[config.mk]
export PLATFORM = sky130hd
export DESIGN_NAME = usb_config_request_handler
export DESIGN_NICKNAME = d
export VERILOG_FILES = /design/src/hw/cfg_req_pkg.sv /design/src/hw/usb_config_request_handler.sv /design/src/hw/iso_seq_counters.sv
export SDC_FILE = /design/constraint.sdc
export NUM_CORES = 1
export LEC_CHECK = 0
export BUFFER_PORTS_ARGS = -buffer_cell sky130_fd_sc_hd__buf_2
export CAP_MARGIN = 20
export CORE_MARGIN = 2
export CORE_UTILIZATION = 35
export CTS_CLUSTER_DIAMETER = 50
export DETAILED_ROUTE_END_ITERATION = 7
export RECOVER_POWER = 25
export SLEW_MARGIN = 10
export SYNTH_ARGS = -nofsm -noshare
export SYNTH_HDL_FRONTEND = slang
export SYNTH_HIERARCHICAL = 1
export SYNTH_SLANG_ARGS = --single-unit
[constraint.sdc]
create_clock -name CLOCK -period 4.4 [get_ports CLOCK]
set_clock_uncertainty 0.05 [all_clocks]
set_input_delay 0.88 -clock CLOCK [delete_from_list [all_inputs] [get_ports CLOCK]]
set_output_delay 0.88 -clock CLOCK [all_outputs]
set_load 0.01 [all_outputs]
[src/hw/cfg_req_pkg.sv]
/*
 * Shared constants for the endpoint-zero configuration request handler:
 * request type and code values, request lengths, field widths, ranges and
 * reset values. Assumes a byte-wide setup buffer view on the core side.
 */
package cfg_req_pkg;
    // ------------------------------------------------------------------
    // Request type and request code values
    // ------------------------------------------------------------------
    localparam logic [7:0] RT_OUT_DEVICE = 8'h00;
    localparam logic [7:0] RT_IN_DEVICE = 8'h80;
    localparam logic [7:0] RT_IN_IFACE = 8'h81;
    localparam logic [7:0] RT_IN_ENDPOINT = 8'h82;
    localparam logic [7:0] RC_GET_CONFIG = 8'h08;
    localparam logic [7:0] RC_SET_CONFIG = 8'h09;
    localparam logic [7:0] RC_GET_IFACE = 8'h0A;
    localparam logic [7:0] RC_SET_IFACE = 8'h0B;
    localparam logic [7:0] RC_SET_ADDRESS = 8'h05;
    localparam logic [7:0] RC_SYNC_FRAME = 8'h0C;
    // ------------------------------------------------------------------
    // Lengths, widths and ranges
    // ------------------------------------------------------------------
    localparam logic [15:0] LEN_ZERO = 16'h0000;
    localparam logic [15:0] LEN_ONE = 16'h0001;
    localparam logic [15:0] LEN_TWO = 16'h0002;
    localparam logic [7:0] BC_ONE = 8'h01;
    localparam logic [7:0] BC_TWO = 8'h02;
    localparam int NUM_IFACE = 4;
    localparam int IFACE_W = 2;
    localparam int NUM_EP = 16;
    localparam int NUM_ISO = 16;
    localparam int FRAME_W = 11;
    localparam logic [10:0] SYNC_LEAD = 11'h014;
    localparam logic [7:0] ISO_OUT_LO = 8'h08;
    localparam logic [7:0] ISO_OUT_HI = 8'h0F;
    localparam logic [7:0] ISO_IN_LO = 8'h88;
    localparam logic [7:0] ISO_IN_HI = 8'h8F;
    localparam logic [6:0] ADDR_RESET = 7'h00;
    localparam logic [7:0] CFG_RESET = 8'h00;
    localparam logic [7:0] SEQ_FIRST = 8'h01;
endpackage

[src/hw/usb_config_request_handler.sv]
/*
 * Endpoint-zero handler for configuration, alternate-setting, address
 * and sync-frame standard requests. Holds the function address.
 * Assumes SETUP bytes arrive whole with a one-cycle strobe, and that other
 * endpoint-zero handlers take any request passed on through the pass port.
 */
// Function
// (RULE_01) Set configuration stores setup byte two.
// (RULE_02) One configuration byte held at a time.
// (RULE_03) Core logic takes no automatic endpoint action; here set interface pulses toggle reset, busy clear and re-arm itself.
// (RULE_04) Set configuration ends with handshake release.
// (RULE_05) Get configuration returns one byte, count one.
// (RULE_06) Set interface stores alt setting per interface.
// (RULE_07) Set interface resets toggles, then releases.
// (RULE_08) Set interface clears IN endpoint busy flags.
// (RULE_09) Set interface re-arms OUT endpoint byte counts.
// (RULE_10) Get interface returns alternate setting byte.
// (RULE_11) Address zero until set address arrives.
// (RULE_12) Address holds until detach or bus reset.
// (RULE_13) CPU cannot write the function address.
// (RULE_14) Re-enumeration clears function address to zero.
// (RULE_15) Sync frame selects iso OUT/IN endpoints.
// (RULE_16) Sync frame returns future frame number.
// (RULE_17) Per-endpoint sequence reset in sync frame.
// (RULE_18) Endpoints belong to only one interface.
// (RULE_19) Frame count is eleven bits, wraps.
// (RULE_20) Unmatched setups pass on unchanged.
`timescale 1ns/10ps
module usb_config_request_handler (
    input wire logic CLOCK,
    input wire logic RST,
    input wire logic SETUP_VALID,
    input wire logic [63:0] SETUP_DATA,
    input wire logic BUS_RESET,
    input wire logic DETACH,
    input wire logic RE_ENUMERATE,
    input wire logic SOF,
    input wire logic [7:0] FRAME_COUNT_LOW,
    input wire logic [2:0] FRAME_COUNT_HIGH,
    input wire logic [15:0] ISO_ADVANCE,
    input wire logic [63:0] IFACE_IN_EP_MAP,
    input wire logic [63:0] IFACE_OUT_EP_MAP,
    input wire logic FW_DONE,
    output logic [6:0] FUNCTION_ADDRESS_REG,
    output logic [7:0] CONFIG_VALUE,
    output logic [31:0] ALT_SETTING_NUMBER,
    output logic CONFIG_CHANGED,
    output logic IFACE_CHANGED,
    output logic [1:0] IFACE_INDEX,
    output logic [15:0] TOGGLE_RESET,
    output logic [15:0] IN_BUSY_CLEAR,
    output logic [15:0] OUT_REARM,
    output logic [15:0] CTRL_IN_BUFFER,
    output logic [7:0] CTRL_IN_BYTE_COUNT,
    output logic CTRL_IN_LOAD,
    output logic HANDSHAKE_NAK_HOLD,
    output logic HANDSHAKE_RELEASE,
    output logic PASS_VALID,
    output logic [63:0] PASS_DATA,
    output logic [127:0] ISO_SEQ
);
    // --------------------
    // Types and state
    // --------------------
    typedef enum logic [2:0] {
        IDLE,
        WAIT_FW,
        RELEASE
    } phase_e;

    typedef struct packed {
        phase_e phase;
        logic [6:0] address;
        logic [7:0] config_value;
        logic [31:0] alt;
        logic config_changed;
        logic iface_changed;
        logic [1:0] iface_index;
        logic [15:0] toggle_reset;
        logic [15:0] in_busy_clear;
        logic [15:0] out_rearm;
        logic [15:0] in_buffer;
        logic [7:0] in_count;
        logic in_load;
        logic nak_hold;
        logic release_pulse;
        logic pass_valid;
        logic [63:0] pass_data;
        logic sync_arm;
        logic [3:0] sync_index;
        logic [10:0] sync_frame;
    } ctrl_state_s;

    ctrl_state_s state;
    ctrl_state_s next_state;

    logic [7:0] req_type;
    logic [7:0] req_code;
    logic [7:0] value_low;
    logic [7:0] index_low;
    logic [15:0] req_len;
    logic [10:0] frame_now;
    logic [10:0] frame_future;
    logic [1:0] iface_sel;

    // Match both the type and code bytes and the expected length.
    function automatic logic req_match(input logic [7:0] rt, input logic [7:0] rc,
                                       input logic [15:0] len,
                                       input logic [7:0] want_rt,
                                       input logic [7:0] want_rc,
                                       input logic [15:0] want_len);
        req_match = (rt == want_rt) && (rc == want_rc) && (len == want_len);
    endfunction

    // Map an isochronous endpoint code to a counter slot, OUT in 0..7.
    function automatic logic [4:0] iso_slot(input logic [7:0] ep);
        if (ep >= cfg_req_pkg::ISO_OUT_LO && ep <= cfg_req_pkg::ISO_OUT_HI) begin
            iso_slot = {2'b10, ep[2:0]};
        end else if (ep >= cfg_req_pkg::ISO_IN_LO && ep <= cfg_req_pkg::ISO_IN_HI) begin
            iso_slot = {2'b11, ep[2:0]};
        end else begin
            iso_slot = 5'h00;
        end
    endfunction

    // --------------------
    // Setup field extraction
    // --------------------
    // Byte 0 sits in the low lane of the setup word.
    assign req_type = SETUP_DATA[7:0];
    assign req_code = SETUP_DATA[15:8];
    assign value_low = SETUP_DATA[23:16];
    assign index_low = SETUP_DATA[39:32];
    assign req_len = SETUP_DATA[63:48];
    assign iface_sel = index_low[1:0];
    assign frame_now = {FRAME_COUNT_HIGH, FRAME_COUNT_LOW}; // RULE_19
    // Addition at the frame width wraps modulo the frame space for free.
    assign frame_future = frame_now + cfg_req_pkg::SYNC_LEAD; // RULE_16 RULE_19

    // --------------------
    // Request decode and sequencing
    // --------------------
    // One-cycle pulses are cleared every cycle and re-raised by the request.
    always_comb begin
        logic [4:0] slot;
        slot = iso_slot(index_low);
        next_state = state;
        next_state.config_changed = 1'b0;
        next_state.iface_changed = 1'b0;
        next_state.toggle_reset = '0;
        next_state.in_busy_clear = '0;
        next_state.out_rearm = '0;
        next_state.in_load = 1'b0;
        next_state.release_pulse = 1'b0;
        next_state.pass_valid = 1'b0;
        next_state.sync_arm = 1'b0;
        case (state.phase)
            IDLE: begin
                if (SETUP_VALID) begin
                    next_state.nak_hold = 1'b1;
                    if (req_match(req_type, req_code, req_len, cfg_req_pkg::RT_OUT_DEVICE,
                                  cfg_req_pkg::RC_SET_CONFIG, cfg_req_pkg::LEN_ZERO)) begin
                        // A single byte replaces the whole configuration.
                        next_state.config_value = value_low; // RULE_01 RULE_02
                        next_state.config_changed = 1'b1; // RULE_03
                        next_state.phase = WAIT_FW;
                    end else if (req_match(req_type, req_code, req_len,
                                           cfg_req_pkg::RT_IN_DEVICE,
                                           cfg_req_pkg::RC_GET_CONFIG,
                                           cfg_req_pkg::LEN_ONE)) begin
                        next_state.in_buffer = {8'h00, state.config_value}; // RULE_05
                        next_state.in_count = cfg_req_pkg::BC_ONE; // RULE_05
                        next_state.in_load = 1'b1;
                        next_state.phase = RELEASE;
                    end else if (req_match(req_type, req_code, req_len,
                                           cfg_req_pkg::RT_OUT_DEVICE,
                                           cfg_req_pkg::RC_SET_IFACE,
                                           cfg_req_pkg::LEN_ZERO)) begin
                        next_state.alt[iface_sel*8 +: 8] = value_low; // RULE_06
                        next_state.iface_index = iface_sel;
                        next_state.iface_changed = 1'b1; // RULE_03
                        // Each endpoint lies in one map only, so no other
                        // interface is disturbed.
                        next_state.toggle_reset = IFACE_IN_EP_MAP[iface_sel*16 +: 16]
                            | IFACE_OUT_EP_MAP[iface_sel*16 +: 16]; // RULE_07 RULE_18
                        next_state.in_busy_clear = IFACE_IN_EP_MAP[iface_sel*16 +: 16]; // RULE_08
                        next_state.out_rearm = IFACE_OUT_EP_MAP[iface_sel*16 +: 16]; // RULE_09
                        next_state.phase = WAIT_FW;
                    end else if (req_match(req_type, req_code, req_len,
                                           cfg_req_pkg::RT_IN_IFACE,
                                           cfg_req_pkg::RC_GET_IFACE,
                                           cfg_req_pkg::LEN_ONE)) begin
                        next_state.in_buffer = {8'h00, state.alt[iface_sel*8 +: 8]}; // RULE_10
                        next_state.in_count = cfg_req_pkg::BC_ONE;
                        next_state.in_load = 1'b1;
                        next_state.phase = RELEASE;
                    end else if (req_match(req_type, req_code, req_len,
                                           cfg_req_pkg::RT_OUT_DEVICE,
                                           cfg_req_pkg::RC_SET_ADDRESS,
                                           cfg_req_pkg::LEN_ZERO)) begin
                        next_state.address = value_low[6:0]; // RULE_11 RULE_13
                        next_state.phase = RELEASE;
                    end else if (req_match(req_type, req_code, req_len,
                                           cfg_req_pkg::RT_IN_ENDPOINT,
                                           cfg_req_pkg::RC_SYNC_FRAME,
                                           cfg_req_pkg::LEN_TWO) && slot[4]) begin
                        next_state.in_buffer = {5'h00, frame_future}; // RULE_16
                        next_state.in_count = cfg_req_pkg::BC_TWO;
                        next_state.in_load = 1'b1;
                        next_state.sync_arm = 1'b1; // RULE_15 RULE_17
                        next_state.sync_index = slot[3:0];
                        next_state.sync_frame = frame_future;
                        next_state.phase = RELEASE;
                    end else begin
                        // Not ours: hand it on untouched and leave the NAK alone.
                        next_state.nak_hold = state.nak_hold;
                        next_state.pass_valid = 1'b1; // RULE_20
                        next_state.pass_data = SETUP_DATA; // RULE_20
                    end
                end
            end
            WAIT_FW: begin
                // Firmware re-initialises endpoints before status is released.
                if (FW_DONE) begin
                    next_state.phase = RELEASE; // RULE_03
                end
            end
            RELEASE: begin
                next_state.nak_hold = 1'b0; // RULE_04 RULE_07 RULE_10
                next_state.release_pulse = 1'b1;
                next_state.phase = IDLE;
            end
            default: begin
                next_state.phase = IDLE;
            end
        endcase
        // Loss of address takes priority over any request in flight.
        if (BUS_RESET || DETACH || RE_ENUMERATE) begin
            next_state.address = cfg_req_pkg::ADDR_RESET; // RULE_12 RULE_14
        end
    end

    // --------------------
    // State register
    // --------------------
    always_ff @(posedge CLOCK) begin
        if (RST) begin
            state <= '0;
            state.phase <= IDLE;
            state.address <= cfg_req_pkg::ADDR_RESET; // RULE_11
            state.config_value <= cfg_req_pkg::CFG_RESET;
        end else begin
            state <= next_state;
        end
    end

    // --------------------
    // Sequence counters
    // --------------------
    iso_seq_counters u_seq (
        .CLOCK(CLOCK),
        .RST(RST),
        .arm(state.sync_arm),
        .arm_index(state.sync_index),
        .arm_frame(state.sync_frame),
        .sof(SOF),
        .frame(frame_now),
        .advance(ISO_ADVANCE),
        .seq(ISO_SEQ)
    );

    // --------------------
    // Outputs, all straight from state
    // --------------------
    assign FUNCTION_ADDRESS_REG = state.address;
    assign CONFIG_VALUE = state.config_value;
    assign ALT_SETTING_NUMBER = state.alt;
    assign CONFIG_CHANGED = state.config_changed;
    assign IFACE_CHANGED = state.iface_changed;
    assign IFACE_INDEX = state.iface_index;
    assign TOGGLE_RESET = state.toggle_reset;
    assign IN_BUSY_CLEAR = state.in_busy_clear;
    assign OUT_REARM = state.out_rearm;
    assign CTRL_IN_BUFFER = state.in_buffer;
    assign CTRL_IN_BYTE_COUNT = state.in_count;
    assign CTRL_IN_LOAD = state.in_load;
    assign HANDSHAKE_NAK_HOLD = state.nak_hold;
    assign HANDSHAKE_RELEASE = state.release_pulse;
    assign PASS_VALID = state.pass_valid;
    assign PASS_DATA = state.pass_data;
endmodule

[src/hw/iso_seq_counters.sv]
/*
 * Per-endpoint isochronous packet sequence counters. Each armed endpoint
 * reloads its counter to the first value when the agreed frame arrives.
 * Assumes frame number and frame strobe are synchronous to CLOCK.
 */
`timescale 1ns/10ps
module iso_seq_counters (
    input wire logic CLOCK,
    input wire logic RST,
    input wire logic arm,
    input wire logic [3:0] arm_index,
    input wire logic [10:0] arm_frame,
    input wire logic sof,
    input wire logic [10:0] frame,
    input wire logic [15:0] advance,
    output logic [127:0] seq
);
    typedef struct packed {
        logic [15:0] armed;
        logic [175:0] target;
        logic [127:0] count;
    } seq_state_s;

    seq_state_s state;
    seq_state_s next_state;

    // ------------------------------------------------------------------
    // Counter update
    // ------------------------------------------------------------------
    // Each endpoint keeps its own counter so that syncing one never
    // disturbs another.
    always_comb begin
        next_state = state;
        for (int i = 0; i < cfg_req_pkg::NUM_ISO; i++) begin
            if (advance[i]) begin
                next_state.count[i*8 +: 8] = state.count[i*8 +: 8] + 8'h01;
            end
            if (sof && state.armed[i] && frame == state.target[i*11 +: 11]) begin
                next_state.count[i*8 +: 8] = cfg_req_pkg::SEQ_FIRST; // RULE_17
                next_state.armed[i] = 1'b0;
            end
        end
        if (arm) begin
            next_state.armed[arm_index] = 1'b1;
            next_state.target[arm_index*11 +: 11] = arm_frame;
        end
    end

    // State register.
    always_ff @(posedge CLOCK) begin
        if (RST) begin
            state <= '0;
        end else begin
            state <= next_state;
        end
    end

    assign seq = state.count;
endmodule

==> metrics, run 1 <==
DRC Markers 0; Final setup viols 0; MaxCap Viol Count 2; vias in the first global route 19800; routed via count 21100; share of cells above drive strength 1 19.3%; Hold WC Path Type reg -> reg; post-route antenna net violation count 0; I/O Pins 546; Crit-path slowest cell clkbuf_2; initial antenna violation count 16; post-synthesis cell area 26800 um2; CTS max path bufs 3; RSZ-0062 raised after global routing no; CP delay by family, top buffers and inverters; top post-synthesis cells by count 518 x dfxtp_1, 348 x nand2_1, 342 x buf_4, 203 x xnor2_1, 200 x mux2i_1; Post-CTS Setup Inserts 0; sum of negative setup slack 0 ps; Placeable Area 75900 um2; Synth Area in Adders 1.31%; DRT Pass-1 Iters 6; multiplexer share of the synthesized area 10.8%; final worst-path cycle share 75.9%; first-pass GRT wire length 123000 um; Synthesis Warnings 6; number of synthesized flops with an enable pin 0; count leader, synth dfxtp_1; die height 281 um; CTS tree yes; clk_lat worst skew 630 ps; pins over their slew limit 166; Iteration-0 DRC Markers 1726; DR vias/cell 4.99; gr ovfl total 0; Routed WL 82000 um; clk sinks 518; Synth Register Bits 518; post-synthesis simple-gate area fraction 20.3%; cts repair resizes 0; CTS Buf Count 74; Area Growth Syn to Fin 13.2%; largest net degree at the start of global routing 156; Die Width 281 um; Seq/Total Area, Yosys 38.7%; Worst Path Arrival 3700 ps; dpl hpwl 58200 um; crit-path max FO 150; Worst Setup Slack, final 1060 ps; multi-input logic area 13200 um2; Root Driver clkbuf_16; Max Fclk 300 MHz; num rows 101; Final #Nets 3398; Compound-Gate Fraction of Synth Area 6.68%; register area 10400 um2; failing checks capacitance limit, slew limit; WP data required 4760 ps; Fin. Hold Viols 0; Reg clk slew, reported paths 60 ps; ranking of synthesized cells by area dfxtp_1 39%, buf_4 9.6%, mux2i_1 7.5%; synth unique cells 70; largest family of logic cells by synthesized area simple AND/OR/NAND/NOR gates; overall global routing resource usage 20.2%; PortBufs 534; Place WS 996 ps; GPL Wtd Cong 0.911; H-Tree Level Count 3; Buffers & Inverters on Critical Path 2; Relative slew margins -81.1%; Post-Synthesis Cells 2956; Period minus WS final 3340 ps; Cell Pwr Density 388 nW/um2; critical path capture point type register; CP Class in -> reg; # hold bufs at CTS 0; ys async rst share 0%; VDD IR max 0.306 mV; cell leakage power 11.3 nW; crit start category input port; initial core utilization 35.3%; xor/xnor share of the synthesized area 9.64%; worst-path cell chain buf_8 -> clkbuf_2 -> nor2b_1 -> o21ai_0 -> o31ai_1; Avg Cell Area, Syn 9.07 um2; Slowest Stage Delay on Critical Path 1910 ps; die area 78800 um2; drt wl/cell 19.4 um; Main synth FF type dfxtp_1; run status finished, violations left; dominant cell type by area after synthesis dfxtp_1; top cell type's share of synthesized area 38.7%; Layout fillers 7650; worst slew pin tran 2720 ps
## stage by stage
stage               instance area [um2]  power [mW]  std cells  util [%]  hold slack (ps)
detailed placement                28000        5.77       4097      36.9              395
floorplan                         26800        5.50       2966         -              382
CTS                               30600        11.9       4231      40.3              402
global route                      30300        12.2       4231      39.9              411
global placement                  28000        5.77       4096      36.9              388
finish                            30300        11.8       4235      40.0              404
## cell families after synthesis
family	after synthesis
adders and majority gates	28
AOI/OAI and AO/OA	305
buffers and inverters	502
and+or+nand+nor	1067
muxes	240
other	1
xor gates and xnor gates	295
DFF	518
## worst register-to-register path, delay by kind of cell, from the launching register on
family / cells / cell delay [ps]
DFF: 1 / 590
AOI/OAI and AO/OA: 1 / 400
buffers and inverters: 1 / 160
and+or+nand+nor: 2 / 1020
adders and majority gates: 1 / 510
muxes: 1 / 230
## final cells by class
type	instances	share of cell area, %
Clock inverter	42	1.76
Sequential cell	518	34.2
Clock buffer	92	6.69
Tap cell	1030	4.25
Antenna cell	4	0.0330
Timing Repair Buffer	586	9.49
Inverter	17	0.227
Multi-Input combinational cell	1946	43.4
## where the power goes
group | internal, mW | switching [mW] | total, mW
sequential | 4.76 | 0.0595 | 4.82
clock | 3.66 | 2.44 | 6.10
combinational | 0.339 | 0.501 | 0.840
## path summary, 6_finish.rpt
| path | from | end | slack, ps | depth (start not counted) |
|---|---|---|---|---|
| setup / recovery | RST | PASS_DATA[9] | 1060 | 5 |
| hold / removal | FUNCTION_ADDRESS_REG[6] | FUNCTION_ADDRESS_REG[6] | 400 | 2 |
| setup reg to reg | state[12] | u_seq/state[149] | 1280 | 6 |
| hold reg to reg | FUNCTION_ADDRESS_REG[6] | FUNCTION_ADDRESS_REG[6] | 400 | 2 |
## metal layers
| metal | vias up | wire length [um] | GRT usage (%) |
|---|---|---|---|
| li1 | 10200 | - | - |
| met1 | 9983 | 35600 | 26.4 |
| met2 | 804 | 37000 | 31.9 |
| met3 | 159 | 7070 | 5.99 |
| met4 | 20 | 2220 | 6.13 |
| met5 | - | 126 | 0 |
## registers in the layout (all words and copies together), names as in the netlist, 11 cells and up
register / cells
u_seq/seq: 128
OUT_REARM: 16
ALT_SETTING_NUMBER: 32
IN_BUSY_CLEAR: 16
PASS_DATA: 64
TOGGLE_RESET: 16
u_seq/state: 192
CTRL_IN_BUFFER: 11
state: 18
## cells in the final DEF, fill, tap and decap left out, types with 9 or more instances in the layout
master / netlist / layout
dfxtp_1: 518 / 518
buf_2: 22 / 356
nand2_1: 348 / 348
xnor2_1: 203 / 203
mux2i_1: 200 / 200
clkbuf_1: 87 / 186
nor3_1: 153 / 153
nor2_1: 134 / 134
nand3_1: 121 / 121
xor2_1: 92 / 92
nor2b_1: 91 / 91
a21oi_1: 76 / 76
o21ai_0: 78 / 75
clkbuf_16: 0 / 74
nand4_1: 67 / 67
o21ai_1: 60 / 62
nand2b_1: 60 / 60
buf_4: 342 / 46
mux4_2: 40 / 40
ha_1: 28 / 28
a211oi_1: 22 / 22
inv_1: 17 / 16
a22o_1: 15 / 15
a31oi_1: 13 / 13
and2b_1: 12 / 12
conb_1: 1 / 11
clkbuf_8: 0 / 11
nor4_4: 10 / 10
nor4_1: 12 / 9
clkinv_2: 0 / 9
a311oi_1: 9 / 9
(Power assumes the default switching activity.)
==> run 2, diff against run 1 <==
--- a/config.mk
+++ b/config.mk
@@ -5,6 +5,7 @@
 export SDC_FILE = /design/constraint.sdc
 export NUM_CORES = 1
 export LEC_CHECK = 0
+export ABC_AREA = 1
 export BUFFER_PORTS_ARGS = -buffer_cell sky130_fd_sc_hd__buf_2
 export CAP_MARGIN = 20
 export CORE_MARGIN = 2
==> constraint.sdc (replaced) <==
create_clock -name CLOCK -period 3 [get_ports CLOCK]
set_clock_uncertainty 0.05 [all_clocks]
set_input_delay 0.6 -clock CLOCK [delete_from_list [all_inputs] [get_ports CLOCK]]
set_output_delay 0.6 -clock CLOCK [all_outputs]
set_load 0.01 [all_outputs]
==> run 2 against run 1 <==
Effect of this change: the flow now finishes without violations; cell count is 35% higher; clock power up 67%; critical path depth is the same; total power up 59%; largest cell class unchanged; sequential share of layout area is 2.6 points lower; via count is 25% higher; cell area grew 8.4%; hold slack worse by 270 ps; critical path type unchanged; global-route usage increased by 0.87 points; synthesized cell count increased by 47%.
==> metrics, run 2 <==
DR vias/cell 4.60 (-7.7%); Worst Min Path Start SETUP_DATA[31]; Iteration-0 DRC Markers 1723 (-0.17%); initial core utilization 35.4% (+0.059 points); dominant cell type by area after synthesis dfxtp_1; Period minus WS final 2690 ps; routed via count 26400 (+25%); drt wl/cell 16.0 um (-17%); crit start category input port; WP data required 3390 ps (-1370 ps); r2r setup slk 330 ps (-950 ps); Hold WC Path Type in -> reg; Area Growth Syn to Fin 15.5%; crit-path max FO 49 (-67%); largest net degree at the start of global routing 106 (-32%); I/O Pins 546 (unchanged); Post-CTS Setup Inserts 0 (unchanged); cell leakage power 16.5 nW (+45%); sum of negative setup slack 0 ps (unchanged); placed cell count 5574 (+36%); Die Width 289 um (+3.0%); Synthesis Warnings 6 (unchanged); final worst-path cycle share 89.8%; Layout fillers 8642 (+13%); MaxCap Viol Count 0 (-2); Seq/Total Area, Yosys 36.4% (-2.3 points); commonest non-fill, non-tap cells in the layout 1139 x nand2_1, 893 x nor2_1, 518 x dfxtp_1, 483 x inv_1, 407 x buf_2; RSZ-0062 raised after global routing no; Relative slew margins 18.1% (+99 points); gr ovfl total 0 (unchanged); worst slew pin tran 1230 ps (-1490 ps); ys async rst share 0% (unchanged); run status finished, final reports clean; H-Tree Level Count 3 (unchanged); Final #Nets 4854 (+43%); DRC Markers 0 (unchanged); Root Driver clkbuf_16; Cell Pwr Density 568 nW/um2 (+47%); R2R Path Start state[12]; CTS Buf Count 83 (+12%); first-pass GRT wire length 137000 um (+11%); Top reg by flops u_seq/state; Worst Path Arrival 3080 ps (-620 ps); post-route antenna net violation count 0 (unchanged); num rows 104 (+3.0%); die height 289 um (+3.0%); CP Class in -> reg; # hold bufs at CTS 0 (unchanged); clk_lat worst skew 640 ps (about the same); max FFs per register 192 (unchanged); CP endpoint TOGGLE_RESET[14]; most common cell after layout, fill and taps aside nand2_1; top cell type's share of synthesized area 36.4% (-2.3 points); Max Fclk 371 MHz; Avg Cell Area, Syn 6.53 um2 (-28%); clk sinks 518 (unchanged); VDD IR max 0.385 mV (+26%); number of synthesized flops with an enable pin 0 (unchanged); CTS tree yes; critical path capture point type register; RR Endpoint u_seq/state[165]; Post-Layout Cell Count 5728 (+35%); post-synthesis cell area 28500 um2 (+6.2%); dpl hpwl 65300 um (+12%); Final setup viols 0 (unchanged); PortBufs 534 (unchanged); DRT Pass-1 Iters 6 (unchanged); GPL Wtd Cong 0.914 (+0.32%); Reg clk slew, reported paths 60 ps (about the same); overall global routing resource usage 21.1% (+0.87 points); Setup crit start RST; initial antenna violation count 3 (-13); share of cells above drive strength 1 15.5% (-3.8 points); vias in the first global route 24300 (+22%); Synth Register Bits 518 (unchanged); count leader, synth nand2_1; Routed WL 91600 um (+12%); Reg2Reg Depth 8 (+2); die area 83700 um2 (+6.1%); Placeable Area 80500 um2 (+6.1%); CTS max path bufs 3 (unchanged); Post-Synthesis Cells 4360 (+47%); Main synth FF type dfxtp_1; cts repair resizes 0 (unchanged); synth unique cells 48 (-31%); top post-synthesis cells by count 1138 x nand2_1, 892 x nor2_1, 518 x dfxtp_1, 481 x inv_1, 325 x buf_4; pins over their slew limit 0 (-100%); ranking of synthesized cells by area dfxtp_1 36%, nand2_1 15%, nor2_1 12%; Fin. Hold Viols 0 (unchanged); Finished Core Util 40.8% (+0.87 points)
run 2: cell type report:
| type | count | area (um2) | share of cell area [%] |
|---|---|---|---|
| diodes | 1 | 2.50 | 0.00761 |
| inverters | 495 | 1870 | 5.67 |
| clock buffers | 98 | 2230 | 6.80 |
| well taps | 1060 | 1330 | 4.03 |
| flip-flops and latches | 518 | 10400 | 31.5 |
| repair buffers | 640 | 3330 | 10.1 |
| clock inverters | 55 | 737 | 2.24 |
| multi-input cells | 2861 | 13000 | 39.6 |
run 2: how the worst min path moves through the flow:
stage | slack [ps] | cells after the start | endpoint
finish | 140 | 3 | PASS_DATA[31]
global route | 140 | 3 | PASS_DATA[41]
CTS | 100 | 3 | PASS_DATA[31]
detailed placement | 400 | 2 | CTRL_IN_BYTE_COUNT[0]
global placement | 400 | 2 | CTRL_IN_BYTE_COUNT[0]
floorplan | 390 | 2 | ALT_SETTING_NUMBER[0]
run 2: critical path, stage by stage:
cell and delay [ps]:
clkbuf_1 810, inv_1 540, nand3_1 220, buf_2 720, a21oi_1 130
run 2: routing by layer:
metal / global-route usage [%] / up-vias / wire [um]
li1: - / 13500 / -
met1: 25.5 / 11800 / 37800
met2: 34.7 / 861 / 42300
met3: 5.80 / 215 / 7700
met4: 9.54 / 4 / 3830
met5: 0 / - / 25
run 2: stage by stage:
stage,area (um2),total power [mW],setup slack (ps),hold slack [ps]
CTS,33100,18.9,464,101
floorplan,28500,8.15,538,386
global placement,30100,8.61,470,396
detailed placement,30100,8.62,412,402
finish,32900,18.7,306,138
global route,32900,19.4,177,142
run 2: kinds of logic after synthesis:
family / share of synthesized area (%)
AO/OA/AOI/OAI: 7.72
XOR/XNOR: 3.93
adder cells (fa/ha/maj): 1.23
buffers and inverters: 17.9
flip-flops: 36.4
multiplexers: 0.562
other: 0.0132
AND/OR/NAND/NOR: 32.2
run 2: power breakdown:
group | internal, mW | switching [mW] | leakage [nW]
Sequential | 6.99 | 0.0916 | 4.19
Combinational | 0.472 | 0.899 | 10.8
Clock | 6.40 | 3.82 | 1.45
Total | 13.9 | 4.81 | 16.5
==> run 3, diff against run 2 <==
--- a/config.mk
+++ b/config.mk
@@ -5,13 +5,13 @@
 export SDC_FILE = /design/constraint.sdc
 export NUM_CORES = 1
 export LEC_CHECK = 0
-export ABC_AREA = 1
 export BUFFER_PORTS_ARGS = -buffer_cell sky130_fd_sc_hd__buf_2
 export CAP_MARGIN = 20
 export CORE_MARGIN = 2
-export CORE_UTILIZATION = 35
+export CORE_UTILIZATION = 45
 export CTS_CLUSTER_DIAMETER = 50
 export DETAILED_ROUTE_END_ITERATION = 7
+export PLACE_DENSITY = 0.7
 export RECOVER_POWER = 25
 export SLEW_MARGIN = 10
 export SYNTH_ARGS = -nofsm -noshare
==> run 3 against run 2 <==
Effect of this change: the run now ends with capacitance limit, slew limit left; highest routed layer unchanged; clock power shrank 25%; largest cell class unchanged; cell area shrank 8.8%; register-to-register slack gained 150 ps; worst setup slack lost 8.5 ps; count of clock-buffer cells in the layout shrank 18; sequential cell count is the same; sequential power is essentially flat.
==> metrics, run 3 (same netlist as run 1, synthesis figures left out) <==
Crit-path slowest cell clkbuf_1; final worst-path cycle share 90.1% (+0.28 points); DRC Markers 0 (unchanged); clk sinks 518 (unchanged); die height 248 um (-14%); Worst Path Arrival 3160 ps (+80 ps); drt wl/cell 20.4 um (+28%); Period minus WS final 2700 ps (+8.47 ps); hold depth 3 (unchanged); Fin. Hold Viols 0 (unchanged); Slowest Stage Delay on Critical Path 880 ps (+70 ps); R2R Path Start state[12]; most common cell after layout, fill and taps aside dfxtp_1; RSZ-0062 raised after global routing no; worst slew pin tran 1880 ps (+649 ps); Reg clk slew, reported paths 60 ps (about the same); Reg2Reg Depth 7 (-1); Worst Min Path Start SETUP_DATA[40]; CTS max path bufs 3 (unchanged); share of cells above drive strength 1 20.6% (+5.1 points); DR vias/cell 5.39 (+17%); GPL Wtd Cong 0.939 (+2.8%); dpl hpwl 59800 um (-8.4%); initial antenna violation count 18 (+15); VDD IR max 0.466 mV (+21%); crit start category input port; I/O Pins 546 (unchanged); Most common cell on crit path clkbuf_1; die area 61500 um2 (-26%); post-route antenna net violation count 0 (unchanged); H-Tree Level Count 2 (-1); Iteration-0 DRC Markers 1653 (-4.1%); clk_lat worst skew 640 ps (about the same); DRT Pass-1 Iters 5 (-1); Cell Pwr Density 532 nW/um2 (-6.3%); CTS tree yes; # hold bufs at CTS 0 (unchanged); RR Endpoint u_seq/state[258]; commonest non-fill, non-tap cells in the layout 518 x dfxtp_1, 390 x buf_2, 348 x nand2_1, 203 x xnor2_1, 200 x mux2i_1; r2r setup slk 480 ps (+150 ps); cell leakage power 11.5 nW (-30%); CTS Buf Count 60 (-28%); Relative slew margins -25.2% (-43 points); PortBufs 534 (unchanged); dpl cell area 28100 um2 (-6.8%); Routed WL 81800 um (-11%); routed via count 21500 (-18%); largest net degree at the start of global routing 127 (+20%); critical path capture point type register; MaxCap Viol Count 1 (+1); CP Class in -> reg; Finished Cell Area 30000 um2 (-8.8%); Worst Hold Endpoint PASS_DATA[40]; Root Driver clkbuf_16; Top reg by flops u_seq/state; worst-path cell chain clkbuf_1 -> clkbuf_1 -> xnor2_1 -> nand4_1 -> nor4_1 -> clkbuf_1 -> nor3_1; Placeable Area 58900 um2 (-27%); Final #Nets 3430 (-29%); failing checks capacitance limit, slew limit; Area Growth Syn to Fin 11.8%; pins over their slew limit 110 (+110); initial core utilization 45.5% (+10 points); Die Width 248 um (-14%); run status finished, violations left; WP data required 3450 ps (+60 ps); overall global routing resource usage 25.8% (+4.8 points); Post-CTS Setup Inserts 0 (unchanged); sum of negative setup slack 0 ps (unchanged); Final setup viols 0 (unchanged); num rows 89 (-14%); max FFs per register 192 (unchanged); cts repair resizes 0 (unchanged); gr ovfl total 0 (unchanged); first-pass GRT wire length 123000 um (-10%); Max Fclk 370 MHz (-0.31%); Hold WC Path Type in -> reg; crit-path max FO 11 (-78%); vias in the first global route 20300 (-16%)
[run 3: cell count changes in the layout (fill, tap and decap cells not counted), moves of 40 or more]
cell	before	now
inv_1	483	16
o21ai_0	117	75
nor3_1	30	153
a21oi_1	142	76
mux4_2	0	40
nor2b_1	0	91
nand2b_1	0	60
xnor2_1	54	203
nand2_1	1139	348
mux2i_1	16	200
nor2_1	893	134
[run 3: layout make-up]
class | instances | area, um2
Antenna cell | 6 | 15.0
Inverter | 17 | 68.8
Timing Repair Buffer | 632 | 3340
Clock inverter | 28 | 360
Sequential cell | 518 | 10400
Multi-Input combinational cell | 1946 | 13100
Fill cell | 5578 | 28900
Tap cell | 773 | 967
Clock buffer | 80 | 1730
[run 3: metrics by stage]
stage | power (mW) | instances | setup slack, ps | utilization [%] | hold slack [ps]
floorplan | 8.06 | 2966 | 113 | - | 382
global placement | 8.49 | 3885 | 178 | 47.7 | 390
detailed placement | 8.50 | 3885 | 99.2 | 47.7 | 392
CTS | 16.1 | 3993 | 531 | 51.2 | 122
global route | 16.5 | 4000 | 175 | 50.9 | 138
finish | 16.0 | 4000 | 298 | 50.9 | 150
[run 3: worst max-delay path by stage]
stage	from	end	cells past startpoint
after detailed placement	SETUP_DATA[63]	PASS_DATA[32]	8
after global routing	RST	PASS_DATA[54]	5
after floorplan	SETUP_DATA[33]	ALT_SETTING_NUMBER[16]	8
after global placement	SETUP_DATA[63]	PASS_DATA[32]	8
final	FRAME_COUNT_LOW[6]	u_seq/seq[26]	7
after CTS	state[12]	u_seq/state[136]	6
[run 3: report_power, final]
part / switching (mW) / total (mW) / internal (mW)
Clock: 3.11 / 7.61 / 4.50
Sequential: 0.0883 / 7.07 / 6.98
Combinational: 0.758 / 1.28 / 0.523
[run 3: critical path: cells and delay by family]
kind | cells | cell delay (ps)
buffers and inverters | 3 | 1790
AND/OR/NAND/NOR | 3 | 550
XOR/XNOR | 1 | 180
[run 3: routing by layer]
metal,GRT usage (%),vias up,wire length [um]
met4,12.6,18,3780
met1,33.0,10200,33800
met3,6.58,197,7090
met5,0,-,121
li1,-,10200,-
met2,40.6,918,37000
